## src/flash_cmd_params.svh

```systemverilog
/*
 * Opcodes, speed limits and reset values of the flash command decoder.
 * Assumes inclusion by the decoder module only; definitions only.
 */
`ifndef FLASH_CMD_PARAMS_SVH
`define FLASH_CMD_PARAMS_SVH

// Instruction codes
`define OPC_QUAD_IO_READ            8'heb
`define OPC_QUAD_IO_READ_LONG       8'hec
`define OPC_DDR_QUAD_IO_READ        8'hed
`define OPC_DDR_QUAD_IO_READ_LONG   8'hee
`define OPC_DDR_DUAL_IO_READ_LONG   8'hbe
`define OPC_PAGE_PROG               8'h02
`define OPC_PAGE_PROG_LONG          8'h12
`define OPC_QUAD_PAGE_PROG          8'h32
`define OPC_QUAD_PAGE_PROG_ALT      8'h38
`define OPC_PARAM_SECTOR_ERASE      8'h20
`define OPC_PARAM_SECTOR_ERASE_LONG 8'h21
`define OPC_SECTOR_ERASE            8'hd8
`define OPC_SECTOR_ERASE_LONG       8'hdc
`define OPC_PROT_LOCK_BIT_WRITE     8'ha6
`define OPC_PROT_LOCK_BIT_READ      8'ha7
`define OPC_RESERVED_HIGH_PERF      8'ha3
`define OPC_RESERVED_E5             8'he5
`define OPC_RESERVED_E6             8'he6
`define OPC_CLEAR_STATUS            8'h30
`define OPC_WRITE_DISABLE           8'h04
`define OPC_WRITE_ENABLE            8'h06
`define OPC_STATUS1_READ            8'h05
`define OPC_STATUS2_READ            8'h07
`define OPC_SOFT_RESET              8'hf0
`define OPC_REG_WRITE               8'h01

// Highest serial clock per command, in MHz
`define FMAX_QUAD_SDR_MHZ           8'h68
`define FMAX_DDR_MHZ                8'h50
`define FMAX_QUAD_PROG_MHZ          8'h50
`define FMAX_STD_MHZ                8'h85

// Field widths and reset values
`define INSTR_BITS                  3'h7
`define PIN_SYNC_IDLE_HIGH          2'h3
`define PIN_SYNC_IDLE_LOW           2'h0
`define WIDTH_SINGLE                3'h1
`define WIDTH_DUAL                  3'h2
`define WIDTH_QUAD                  3'h4

`endif

```

## src/flash_cmd_pkg.sv

```systemverilog
/*
 * Types shared by the flash command decoder and its surroundings.
 * Assumes the opcode constants come from flash_cmd_params.svh.
 */
package flash_cmd_pkg;

    typedef enum logic [3:0] {
        CLS_OTHER, CLS_READ, CLS_PROG, CLS_ERASE_PARAM, CLS_ERASE_SECTOR,
        CLS_LOCK_WRITE, CLS_LOCK_READ, CLS_RESERVED, CLS_CLEAR_STATUS,
        CLS_WRITE_DISABLE, CLS_WRITE_ENABLE, CLS_STATUS1_READ,
        CLS_STATUS2_READ, CLS_SOFT_RESET, CLS_REG_WRITE
    } cmd_class_t;

    typedef struct packed {
        logic [7:0] opcode;
        cmd_class_t cls;
        logic       addr4;
        logic       ddr;
        logic [2:0] width;
        logic [7:0] fmax_mhz;
    } cmd_info_t;

    typedef struct packed {
        logic op_in_progress;
        logic write_enable_latch;
        logic prog_err;
        logic erase_err;
    } status_t;

    typedef enum logic [2:0] {
        OP_NONE, OP_PROG, OP_ERASE, OP_LOCK_WRITE, OP_REG_WRITE
    } op_kind_t;

    typedef enum logic [1:0] {
        ST_IDLE  = 2'h0,
        ST_INSTR = 2'h1,
        ST_PHASE = 2'h3
    } fsm_state_t;

    typedef struct packed {
        logic [1:0] sck_sync;
        logic [1:0] cs_n_sync;
        logic [1:0] si_sync;
        logic       sck_prev;
        logic [7:0] shift;
        logic [2:0] bit_cnt;
        fsm_state_t fsm;
        op_kind_t   pend;
        op_kind_t   op_run;
        status_t    st;
        logic       cmd_valid;
        logic       cmd_ignored;
        cmd_info_t  cmd_out;
        logic       op_start;
        op_kind_t   op_kind;
        logic       reg_vol_update;
        logic       soft_reset;
    } state_t;

endpackage : flash_cmd_pkg

```

## src/flash_cmd_decoder.sv

```systemverilog
/*
 * Instruction decoder and status logic of a serial NOR flash.
 * Assumes SPI mode 0/3 pins from outside, sampled here, and an array
 * engine on core_clk that answers op_start with op_done/op_fail.
 */
// Functional notes
// EB is quad I/O read with configured address, EC always 4-byte; 104 MHz.
// ED/EE are DDR quad I/O reads at 80 MHz; BE DDR dual 4-byte.
// 02 single-line page program configured address; 12 always 4-byte.
// 32 and 38 are quad page program; host keeps clock at 80 MHz.
// 20 erases a 4 KB parameter sector; 21 same with 4-byte address.
// D8 erases a 64/256 KB sector; DC same with 4-byte address.
// A6 writes, A7 reads the protection lock bit, up to 133 MHz.
// A3, E5 and E6 are reserved and start nothing.
// Busy bit stays one during any embedded operation; host polls it.
// Failed program or erase sets its error bit; busy then stays one.
// With an error set only clear, disable, status reads, reset run.
// Host leaves error by clear-status then write-disable.
// Clear-status clears busy, program-error and erase-error together.
// Write-disable clears the write enable latch.
// Hardware reset or software reset F0 also leaves the error state.
// Register write with changed non-volatile bits runs one embedded write.
// Host ends the data phase by raising chip select.
// First byte after chip select falls is the instruction.
`include "flash_cmd_params.svh"
`timescale 1ns/100ps
`default_nettype none

module flash_cmd_decoder
(
    input  wire logic                   core_clk,
    input  wire logic                   nrst,
    input  wire logic                   clk_en,
    input  wire logic                   spi_sck,
    input  wire logic                   spi_cs_n,
    input  wire logic                   spi_si,
    input  wire logic                   addr4_cfg,
    input  wire logic                   nv_bits_changed,
    input  wire logic                   op_done,
    input  wire logic                   op_fail,
    output var  logic                   cmd_valid,
    output var  logic                   cmd_ignored,
    output var  flash_cmd_pkg::cmd_info_t cmd_info,
    output var  logic                   op_start,
    output var  flash_cmd_pkg::op_kind_t  op_kind,
    output var  logic                   reg_vol_update,
    output var  logic                   soft_reset,
    output var  flash_cmd_pkg::status_t   status
);
    import flash_cmd_pkg::*;

    state_t r;
    state_t r_nxt;

    ////////////////////////////////////////////////////////////////////////
    function automatic cmd_info_t decode_opc(input logic [7:0] opc,
                                             input logic       a4);
        cmd_info_t d;
        d          = '0;
        d.opcode   = opc;
        d.cls      = CLS_OTHER;
        d.addr4    = a4;
        d.width    = `WIDTH_SINGLE;
        d.fmax_mhz = `FMAX_STD_MHZ;
        case (opc)
            // quad I/O reads
            `OPC_QUAD_IO_READ, `OPC_QUAD_IO_READ_LONG:
            begin
                d.cls      = CLS_READ;
                d.width    = `WIDTH_QUAD;
                d.fmax_mhz = `FMAX_QUAD_SDR_MHZ;
                d.addr4    = a4 | (opc == `OPC_QUAD_IO_READ_LONG);
            end
            // DDR reads
            `OPC_DDR_QUAD_IO_READ, `OPC_DDR_QUAD_IO_READ_LONG,
            `OPC_DDR_DUAL_IO_READ_LONG:
            begin
                d.cls      = CLS_READ;
                d.ddr      = 1'b1;
                d.fmax_mhz = `FMAX_DDR_MHZ;
                d.width    = (opc == `OPC_DDR_DUAL_IO_READ_LONG) ?
                             `WIDTH_DUAL : `WIDTH_QUAD;
                d.addr4    = a4 | (opc != `OPC_DDR_QUAD_IO_READ);
            end
            // single-line page program
            `OPC_PAGE_PROG, `OPC_PAGE_PROG_LONG:
            begin
                d.cls   = CLS_PROG;
                d.addr4 = a4 | (opc == `OPC_PAGE_PROG_LONG);
            end
            // quad page program, both codes
            `OPC_QUAD_PAGE_PROG, `OPC_QUAD_PAGE_PROG_ALT:
            begin
                d.cls      = CLS_PROG;
                d.width    = `WIDTH_QUAD;
                d.fmax_mhz = `FMAX_QUAD_PROG_MHZ;
            end
            // parameter sector erase
            `OPC_PARAM_SECTOR_ERASE, `OPC_PARAM_SECTOR_ERASE_LONG:
            begin
                d.cls   = CLS_ERASE_PARAM;
                d.addr4 = a4 | (opc == `OPC_PARAM_SECTOR_ERASE_LONG);
            end
            // sector erase
            `OPC_SECTOR_ERASE, `OPC_SECTOR_ERASE_LONG:
            begin
                d.cls   = CLS_ERASE_SECTOR;
                d.addr4 = a4 | (opc == `OPC_SECTOR_ERASE_LONG);
            end
            // lock bit access
            `OPC_PROT_LOCK_BIT_WRITE: d.cls = CLS_LOCK_WRITE;
            `OPC_PROT_LOCK_BIT_READ:  d.cls = CLS_LOCK_READ;
            // reserved codes
            `OPC_RESERVED_HIGH_PERF, `OPC_RESERVED_E5, `OPC_RESERVED_E6:
                d.cls = CLS_RESERVED;
            `OPC_CLEAR_STATUS:  d.cls = CLS_CLEAR_STATUS;
            `OPC_WRITE_DISABLE: d.cls = CLS_WRITE_DISABLE;
            `OPC_WRITE_ENABLE:  d.cls = CLS_WRITE_ENABLE;
            `OPC_STATUS1_READ:  d.cls = CLS_STATUS1_READ;
            `OPC_STATUS2_READ:  d.cls = CLS_STATUS2_READ;
            `OPC_SOFT_RESET:    d.cls = CLS_SOFT_RESET;
            `OPC_REG_WRITE:     d.cls = CLS_REG_WRITE;
            default:            d.cls = CLS_OTHER;
        endcase
        return d;
    endfunction : decode_opc

    function automatic op_kind_t kind_of(input cmd_class_t c);
        case (c)
            CLS_PROG:                         return OP_PROG;
            CLS_ERASE_PARAM, CLS_ERASE_SECTOR: return OP_ERASE;
            CLS_LOCK_WRITE:                   return OP_LOCK_WRITE;
            CLS_REG_WRITE:                    return OP_REG_WRITE;
            default:                          return OP_NONE;
        endcase
    endfunction : kind_of

    ////////////////////////////////////////////////////////////////////////
    logic       sck_rise;
    logic       cs_active;
    logic       err_any;
    logic [7:0] opc_in;
    cmd_info_t  dec;
    logic       allowed;

    always_comb
    begin
        sck_rise  = r.sck_sync[1] & ~r.sck_prev;
        cs_active = ~r.cs_n_sync[1];
        err_any   = r.st.prog_err | r.st.erase_err;
        opc_in    = {r.shift[6:0], r.si_sync[1]};
        dec       = decode_opc(opc_in, addr4_cfg);
        // restricted set in error state
        allowed   = ~err_any
                  | (dec.cls == CLS_CLEAR_STATUS)
                  | (dec.cls == CLS_WRITE_DISABLE)
                  | (dec.cls == CLS_STATUS1_READ)
                  | (dec.cls == CLS_STATUS2_READ)
                  | (dec.cls == CLS_SOFT_RESET);
    end

    always_comb
    begin
        r_nxt = r;
        // Pulses last one enabled cycle
        r_nxt.cmd_valid      = 1'b0;
        r_nxt.cmd_ignored    = 1'b0;
        r_nxt.op_start       = 1'b0;
        r_nxt.reg_vol_update = 1'b0;
        r_nxt.soft_reset     = 1'b0;
        // Only the second stage is ever read
        r_nxt.sck_sync  = {r.sck_sync[0], spi_sck};
        r_nxt.cs_n_sync = {r.cs_n_sync[0], spi_cs_n};
        r_nxt.si_sync   = {r.si_sync[0], spi_si};
        r_nxt.sck_prev  = r.sck_sync[1];

        case (r.fsm)
            ST_IDLE:
            begin
                // frame start arms instruction capture
                if (cs_active)
                begin
                    r_nxt.fsm     = ST_INSTR;
                    r_nxt.bit_cnt = 3'h0;
                end
            end
            ST_INSTR:
            begin
                if (!cs_active)
                    r_nxt.fsm = ST_IDLE;
                else if (sck_rise)
                begin
                    r_nxt.shift   = opc_in;
                    r_nxt.bit_cnt = r.bit_cnt + 3'h1;
                    if (r.bit_cnt == `INSTR_BITS)
                    begin
                        // eighth bit completes the instruction
                        r_nxt.fsm = ST_PHASE;
                        if (allowed)
                        begin
                            r_nxt.cmd_valid = 1'b1;
                            r_nxt.cmd_out   = dec;
                            case (dec.cls)
                                // write disable
                                CLS_WRITE_DISABLE:
                                    r_nxt.st.write_enable_latch = 1'b0;
                                CLS_WRITE_ENABLE:
                                    r_nxt.st.write_enable_latch = 1'b1;
                                // clear-status drops both errors
                                CLS_CLEAR_STATUS:
                                begin
                                    r_nxt.st.prog_err  = 1'b0;
                                    r_nxt.st.erase_err = 1'b0;
                                end
                                // software reset back to standby
                                CLS_SOFT_RESET:
                                begin
                                    r_nxt.soft_reset = 1'b1;
                                    r_nxt.st         = '0;
                                    r_nxt.op_run     = OP_NONE;
                                    r_nxt.pend       = OP_NONE;
                                end
                                default:
                                begin
                                    // Busy array cannot take a second job
                                    if (r.st.write_enable_latch &&
                                        !r.st.op_in_progress)
                                        r_nxt.pend = kind_of(dec.cls);
                                end
                            endcase
                        end
                        else
                            r_nxt.cmd_ignored = 1'b1;
                    end
                end
            end
            ST_PHASE:
            begin
                // chip select high ends the phase
                if (!cs_active)
                begin
                    r_nxt.fsm  = ST_IDLE;
                    r_nxt.pend = OP_NONE;
                    // volatile-only register writes skip the array
                    if (r.pend == OP_REG_WRITE && !nv_bits_changed)
                        r_nxt.reg_vol_update = 1'b1;
                    else if (r.pend != OP_NONE)
                    begin
                        r_nxt.op_start = 1'b1;
                        r_nxt.op_kind  = r.pend;
                        r_nxt.op_run   = r.pend;
                    end
                end
            end
            default:
                r_nxt.fsm = ST_IDLE;
        endcase

        // result of the embedded operation; a set beats clear-status
        if (op_done && r.op_run != OP_NONE)
        begin
            r_nxt.op_run = OP_NONE;
            if (op_fail && r.op_run == OP_ERASE)
                r_nxt.st.erase_err = 1'b1;
            else if (op_fail)
                r_nxt.st.prog_err = 1'b1;
            else
                r_nxt.st.write_enable_latch = 1'b0;
        end

        // busy follows the running job, R10 and held by errors
        r_nxt.st.op_in_progress = (r_nxt.op_run != OP_NONE)
                                | r_nxt.st.prog_err | r_nxt.st.erase_err;

        // Clock enable low freezes everything
        if (!clk_en)
            r_nxt = r;
    end

    always_ff @(posedge core_clk or negedge nrst)
    begin
        if (!nrst)
        begin
            // hardware reset clears the error state
            r           <= '0;
            r.sck_sync  <= `PIN_SYNC_IDLE_LOW;
            r.cs_n_sync <= `PIN_SYNC_IDLE_HIGH;
            r.sck_prev  <= 1'b0;
        end
        else
            r <= r_nxt;
    end

    always_comb
    begin
        cmd_valid      = r.cmd_valid;
        cmd_ignored    = r.cmd_ignored;
        cmd_info       = r.cmd_out;
        op_start       = r.op_start;
        op_kind        = r.op_kind;
        reg_vol_update = r.reg_vol_update;
        soft_reset     = r.soft_reset;
        status         = r.st;
    end
endmodule : flash_cmd_decoder

`default_nettype wire

```

## config.mk

```make
export PLATFORM = sky130hd
export DESIGN_NAME = flash_cmd_decoder
export DESIGN_NICKNAME = d
export VERILOG_FILES = /design/src/flash_cmd_pkg.sv /design/src/flash_cmd_decoder.sv
export VERILOG_INCLUDE_DIRS = /design/src
export SDC_FILE = /design/constraint.sdc
export NUM_CORES = 1
export LEC_CHECK = 0
export BUFFER_PORTS_ARGS = -buffer_cell sky130_fd_sc_hd__buf_4
export CORE_ASPECT_RATIO = 0.6
export CORE_MARGIN = 2
export CORE_UTILIZATION = 45
export CTS_CLUSTER_SIZE = 14
export DETAILED_ROUTE_END_ITERATION = 8
export PLACE_DENSITY = 0.66
export SETUP_SLACK_MARGIN = 0.4
export SLEW_MARGIN = 5
export SYNTH_ARGS = -nofsm -noshare
export SYNTH_HDL_FRONTEND = slang
export SYNTH_SLANG_ARGS = --single-unit
```

## constraint.sdc

```tcl
create_clock -name core_clk -period 3 [get_ports core_clk]
set_clock_uncertainty 0.2 [all_clocks]
set_input_delay 0.6 -clock core_clk [delete_from_list [all_inputs] [get_ports core_clk]]
set_output_delay 0.6 -clock core_clk [all_outputs]
set_load 0.1 [all_outputs]
```

### Word level (Yosys, flattened, before mapping)

Index checks and enable logic that the tools add are counted.

| word-level totals | value |
|---|---|
| flip-flop bits (word level) | 62 |
| input port bits | 10 |
| logic and storage cells | 171 |
| output and inout port bits | 37 |

| operators by class | value |
|---|---|
| mux-type cells | 44 |
| reductions and logical operators | 31 |
| bitwise logic cells | 18 |
| equality and inequality tests | 52 |
| add/sub/neg operators | 1 |

Operators with widths:

| kind | count |
|---|---|
| $eq 8x8->1 const B | 13 |
| $pmux 4 s14 | 1 |
| $mux 42 | 1 |
| $eq 8x6->1 const B | 5 |
| $mux 39 | 1 |
| $mux 37 | 1 |
| $pmux 11 s3 | 1 |
| $eq 8x3->1 const B | 4 |
| $mux 30 | 1 |
| $eq 4x4->1 const B | 7 |
| $mux 25 | 1 |
| $mux 3 | 7 |
| $reduce_or 2->1 | 8 |
| $mux 5 | 3 |
| $reduce_and 5->1 | 3 |
| $ne 2x2->1 const B | 7 |
| $or 1x1->1 | 13 |
| $mux 1 | 12 |
| $mux 4 | 3 |
| $pmux 3 s2 | 2 |
| $pmux 3 s4 | 1 |
| $pmux 6 s2 | 1 |
| $mux 11 | 1 |
| $ne 3x3->1 const B | 3 |
| 29 further kinds | 46 |

### Longest topological paths before layout

| depth | value |
|---|---|
| word-level depth | 19 |
| depth in mapped cells | 12 |
| mapped depth without buffers | 8 |

### Least setup slack after synthesis

Ideal clock, no wire load.

| timing | value |
|---|---|
| path kind | register to register |
| start point | reg r (netlist bit dec[21]) |
| end point | reg r[40] (netlist bit) |
| cell stages (with the launch flop) | 9 |
| data arrival time | 2.343 ns |
| required time | 2.673 ns |
| slack | 0.329 ns |
| buffers on the path | 1 |
| clock period less this slack | 2.671 ns |
| setup time | 0.127 ns |
| cells stage by stage | dfrtp_1 > or4_1 > buf_2 > o32ai_2 > or3_4 > nor2_1 > or4_4 > nand3_2 > mux2_1 |

| between the ends | value |
|---|---|
| word-level cells in the longest chain between the ends | 13 |
| elaborated cells on any way between the ends | 61 |
| classes of those cells | eq/ne (39); mux (9); bitwise (5); reduce/logical (8) |

RTL lines:

| what | line | RTL |
|---|---|---|
| start, declared | flash_cmd_decoder.sv:52 | `state_t r;` |
| start signal, assigned | flash_cmd_decoder.sv:291 | `r <= r_nxt;` |
| $eq 8x8->1, or another cell as far along | flash_cmd_decoder.sv:65 | `case (opc)` |
| $reduce_or 5->1 (no line), or another cell as far along | -- |  |
| $pmux 4 s14 (*) | flash_cmd_decoder.sv:65 |  |
| $eq 4x2->1 or $eq 4x3->1 (tied branches) | flash_cmd_decoder.sv:129 | `case (c)` |
| $reduce_or 2->1 | flash_cmd_decoder.sv:129 |  |
| $pmux 3 s4 | flash_cmd_decoder.sv:129 |  |
| $mux 3 | flash_cmd_decoder.sv:226 | `if (r.st.write_enable_latch &&` |
| $pmux 3 s2 | flash_cmd_decoder.sv:203 | `case (dec.cls)` |
| $mux 11 | flash_cmd_decoder.sv:199 | `if (allowed)` |
| $mux 39 | flash_cmd_decoder.sv:195 | `` if (r.bit_cnt == `INSTR_BITS) `` |
| $mux 42 | flash_cmd_decoder.sv:191 | `else if (sck_rise)` |
| $mux 37 | flash_cmd_decoder.sv:189 | `if (!cs_active)` |
| $pmux 6 s2 | flash_cmd_decoder.sv:177 | `case (r.fsm)` |

Every way passes the cells marked *; elsewhere a longest branch is shown, timed or not. The select of a mux whose other input is x is not followed.
A chain may end at the register's enable or synchronous reset.

### Final worst setup path

| timing | value |
|---|---|
| start point | reg r (netlist bit dec[21]) |
| end point | reg r[41] (netlist bit) |

Same word-level chain as after synthesis.

==> flow_summary.yaml <==
die:
  num_rows: 24
  die_h_um: 72.6
  ios: 47
  die_x_um: 118
  dieArea_um2: 8590
  coreArea_um2: 7420
  initial_core_util: 0.476
synth:
  synth_top_area_share: 0.390
  synth_edf_count: 0
  synth_common_cells: "dfrtp_1 (55), buf_4 (36), nand2_1 (33)"
  synth_fp_nets: 370
  yosys_warnings: 0
  avgSynthCellArea_um2: 9.86
  synth_most_common_cell: "dfrtp_1"
  ys.flop_type: "dfrtp_1"
  netlist_area_um2: 3530
  yosys_register_bits: 57
  synth_area_leaders: "dfrtp_1 (39%), buf_4 (7.7%), mux2_2 (5.4%)"
  yosys.area.top_type: "dfrtp_1"
  synthArstFlopShare: 1.00
  yosysSeqAreaShare: 0.405
  ys_types: 75
  synth_cells: 358
critical_path:
  path_common_cell: "or4_4"
  cp_slowest_cell: "or4_4"
  crit_buf_inv: 0
  r2r_slack_ns: 0.17
  crit_fanout: 6
  criticalPathCategory: "reg2reg"
  reg2reg_from: "dec[21]"
  critical-path-top-delay-family: "simple AND/OR/NAND/NOR gates"
  critPathArrivalTime_ns: 2.84
  crit_path_cell_trace: "or4_4, o32ai_4, or3_4, nor2_4, or4_4, nand3_4, mux2_1"
  cp_slowest_stage_delay_ns: 0.63
  reg2reg_depth: 7
  regToRegEndpoint: "r[41]"
  required_ns: 3.01
  start_kind: "flip-flop"
  cp-end-kind: "flip-flop"
layout:
  nets: 423
  post-route-util: 0.642
  nFillCells: 573
  diodes: 0
  syn_to_final_growth_pct: 34.9
  fin_cells: 519
  final_cell_area_um2: 4760
  drive_gt1_frac: 0.484
  multi_input_area_um2: 1970
  ff_latch_area_um2: 1440
sta:
  finalSetupViolations: 0
  finalCriticalPeriod_ns: 2.83
  timing.fmax_mhz: 353
  drv_slew: 0
  maxSlewHeadroom: 0.508
  worst_pin_slew_ns: 0.738
  finalSetupTns_ns: 0
  finalCritPeriodShare: 0.944
  final_hold_viol_count: 0
  grt_setup_unrepaired: "yes"
power_and_ir_drop:
  ir_drop_v: 0.000341
  powerDensity_nw_per_um2: 728
  fin_total_pwr_mw: 3.47
  leakagePower_nw: 2.16
route:
  first_pass_iters: 5
  ant_nets: 0
  route.detailed.drc: 0
  via_per_inst: 5.77
  detail_route.wl_per_cell_um: 18.2
  routed_wl_um: 9460
  route.vias.total: 2996
  drtIter0Drc: 310
clock_tree:
  htree_levels: 3
  clkTransAtPathRegs_ns: 0.05
  cts_buffer_depth: 2
  cts_tree: "done"
  clock_latency_ns: 0.33
  clockRootBuffer: "clkbuf_16"
  numClockSinks: 57
  cts_buffers: 9
flow_run:
  maxCapViolations: 0
global_route:
  grt_usage: 0.211
  grt_max_degree: 58
  antenna_found_initial: 0
  grt_first_pass_wirelength_um: 14000
  overflow: 0
  grt_pass1_vias: 2684
placement:
  portBuffers: 45
  post-dp-hpwl_um: 5730
  place_area_um2: 3810
  placedCellCount: 471
  gp_congestion: 0.926
outcome:
  status: "complete, no violations"
min_path:
  hp-class: "in2async"
==> state kept, by name, summed over array words and instances (netlist names) <==
name and count:
cmd_info 20, cmd_ignored 1, dec 8, status 4
op_start 1, reg_vol_update 1, op_kind 3, cmd_valid 1
r 17, soft_reset 1
==> power breakdown <==
| part | internal, mW | leakage (nW) | switching [mW] | total [mW] |
|---|---|---|---|---|
| Sequential | 0.837 | 0.741 | 0.0906 | 0.927 |
| Combinational | 0.673 | 1.26 | 0.738 | 1.41 |
| Clock | 0.789 | 0.162 | 0.338 | 1.13 |
| Total | 2.30 | 2.16 | 1.17 | 3.47 |
==> placed cells by master, fill, tap and decap left out, types with 10 or more instances in the layout <==
master,instances
buf_4,82
dfrtp_1,50
nand2_1,22
nor2_1,20
mux2_2,17
inv_1,11
nor3_1,11
clkbuf_16,11
nand2_2,10
mux2_4,10
o21ai_0,10
==> stage by stage <==
step | setup slack (ns) | hold slack [ns]
after floorplan | 0.333 | 0.104
after global placement | 0.106 | 0.270
after detailed placement | 0.0559 | 0.277
after CTS | 0.219 | 0.160
after global routing | 0.115 | 0.201
final | 0.168 | 0.128
==> repair_timing <==
action                                  CTS  global route
gates resized for setup                  18            54
endpoints found under the hold margin     0             0
pin swaps                                 7            23
endpoints found under the setup margin   28            28
setup buffers                            17            12
hold buffers                              0             0
gates cloned                              2             2
==> worst max-delay path by stage <==
stage	start	end	slack, ns	cells past startpoint
finish	dec[21]	r[41]	0.17	7
global route	dec[21]	r[40]	0.11	7
CTS	dec[21]	r[40]	0.22	9
detailed placement	dec[23]	r[42]	0.06	7
floorplan	dec[21]	r[40]	0.33	8
global placement	dec[23]	r[40]	0.11	7
==> layout make-up <==
cell class                 instances  share of cell area
inverter                          11             0.00867
sequential                        57               0.301
multi-input combinational        236               0.413
timing repair buffer              96               0.180
clock inverter                     2              0.0126
clock buffer                      13              0.0568
tap                              104              0.0273
==> cell families (layout without fill, tap and decap cells) <==
kind of cell | Yosys count | after routing | synth area share
AO/OA/AOI/OAI | 73 | 73 | 0.156
XOR/XNOR | 4 | 4 | 0.00993
adder cells (fa/ha/maj) | 2 | 2 | 0.00709
other | 1 | 1 | 0.00106
multiplexers | 29 | 29 | 0.102
flip-flops | 57 | 57 | 0.405
buffers and inverters | 65 | 122 | 0.116
AND/OR/NAND/NOR | 127 | 127 | 0.203
==> layer usage <==
metal  track usage  share of wire  vias up
met5             0              0        -
li1              -              -     1362
met1         0.320           0.48     1491
met2         0.285           0.42      128
met4        0.0736          0.014        0
met3        0.0578          0.085       15
==> worst register-to-register path: stages, from the launching register on <==
cell and delay, ns:
dfrtp_1 0.41, or4_4 0.64, o32ai_4 0.33, or3_4 0.22, nor2_4 0.06, or4_4 0.43, nand3_4 0.12, mux2_1 0.32
Note: power is estimated with default switching activity, not from simulation.
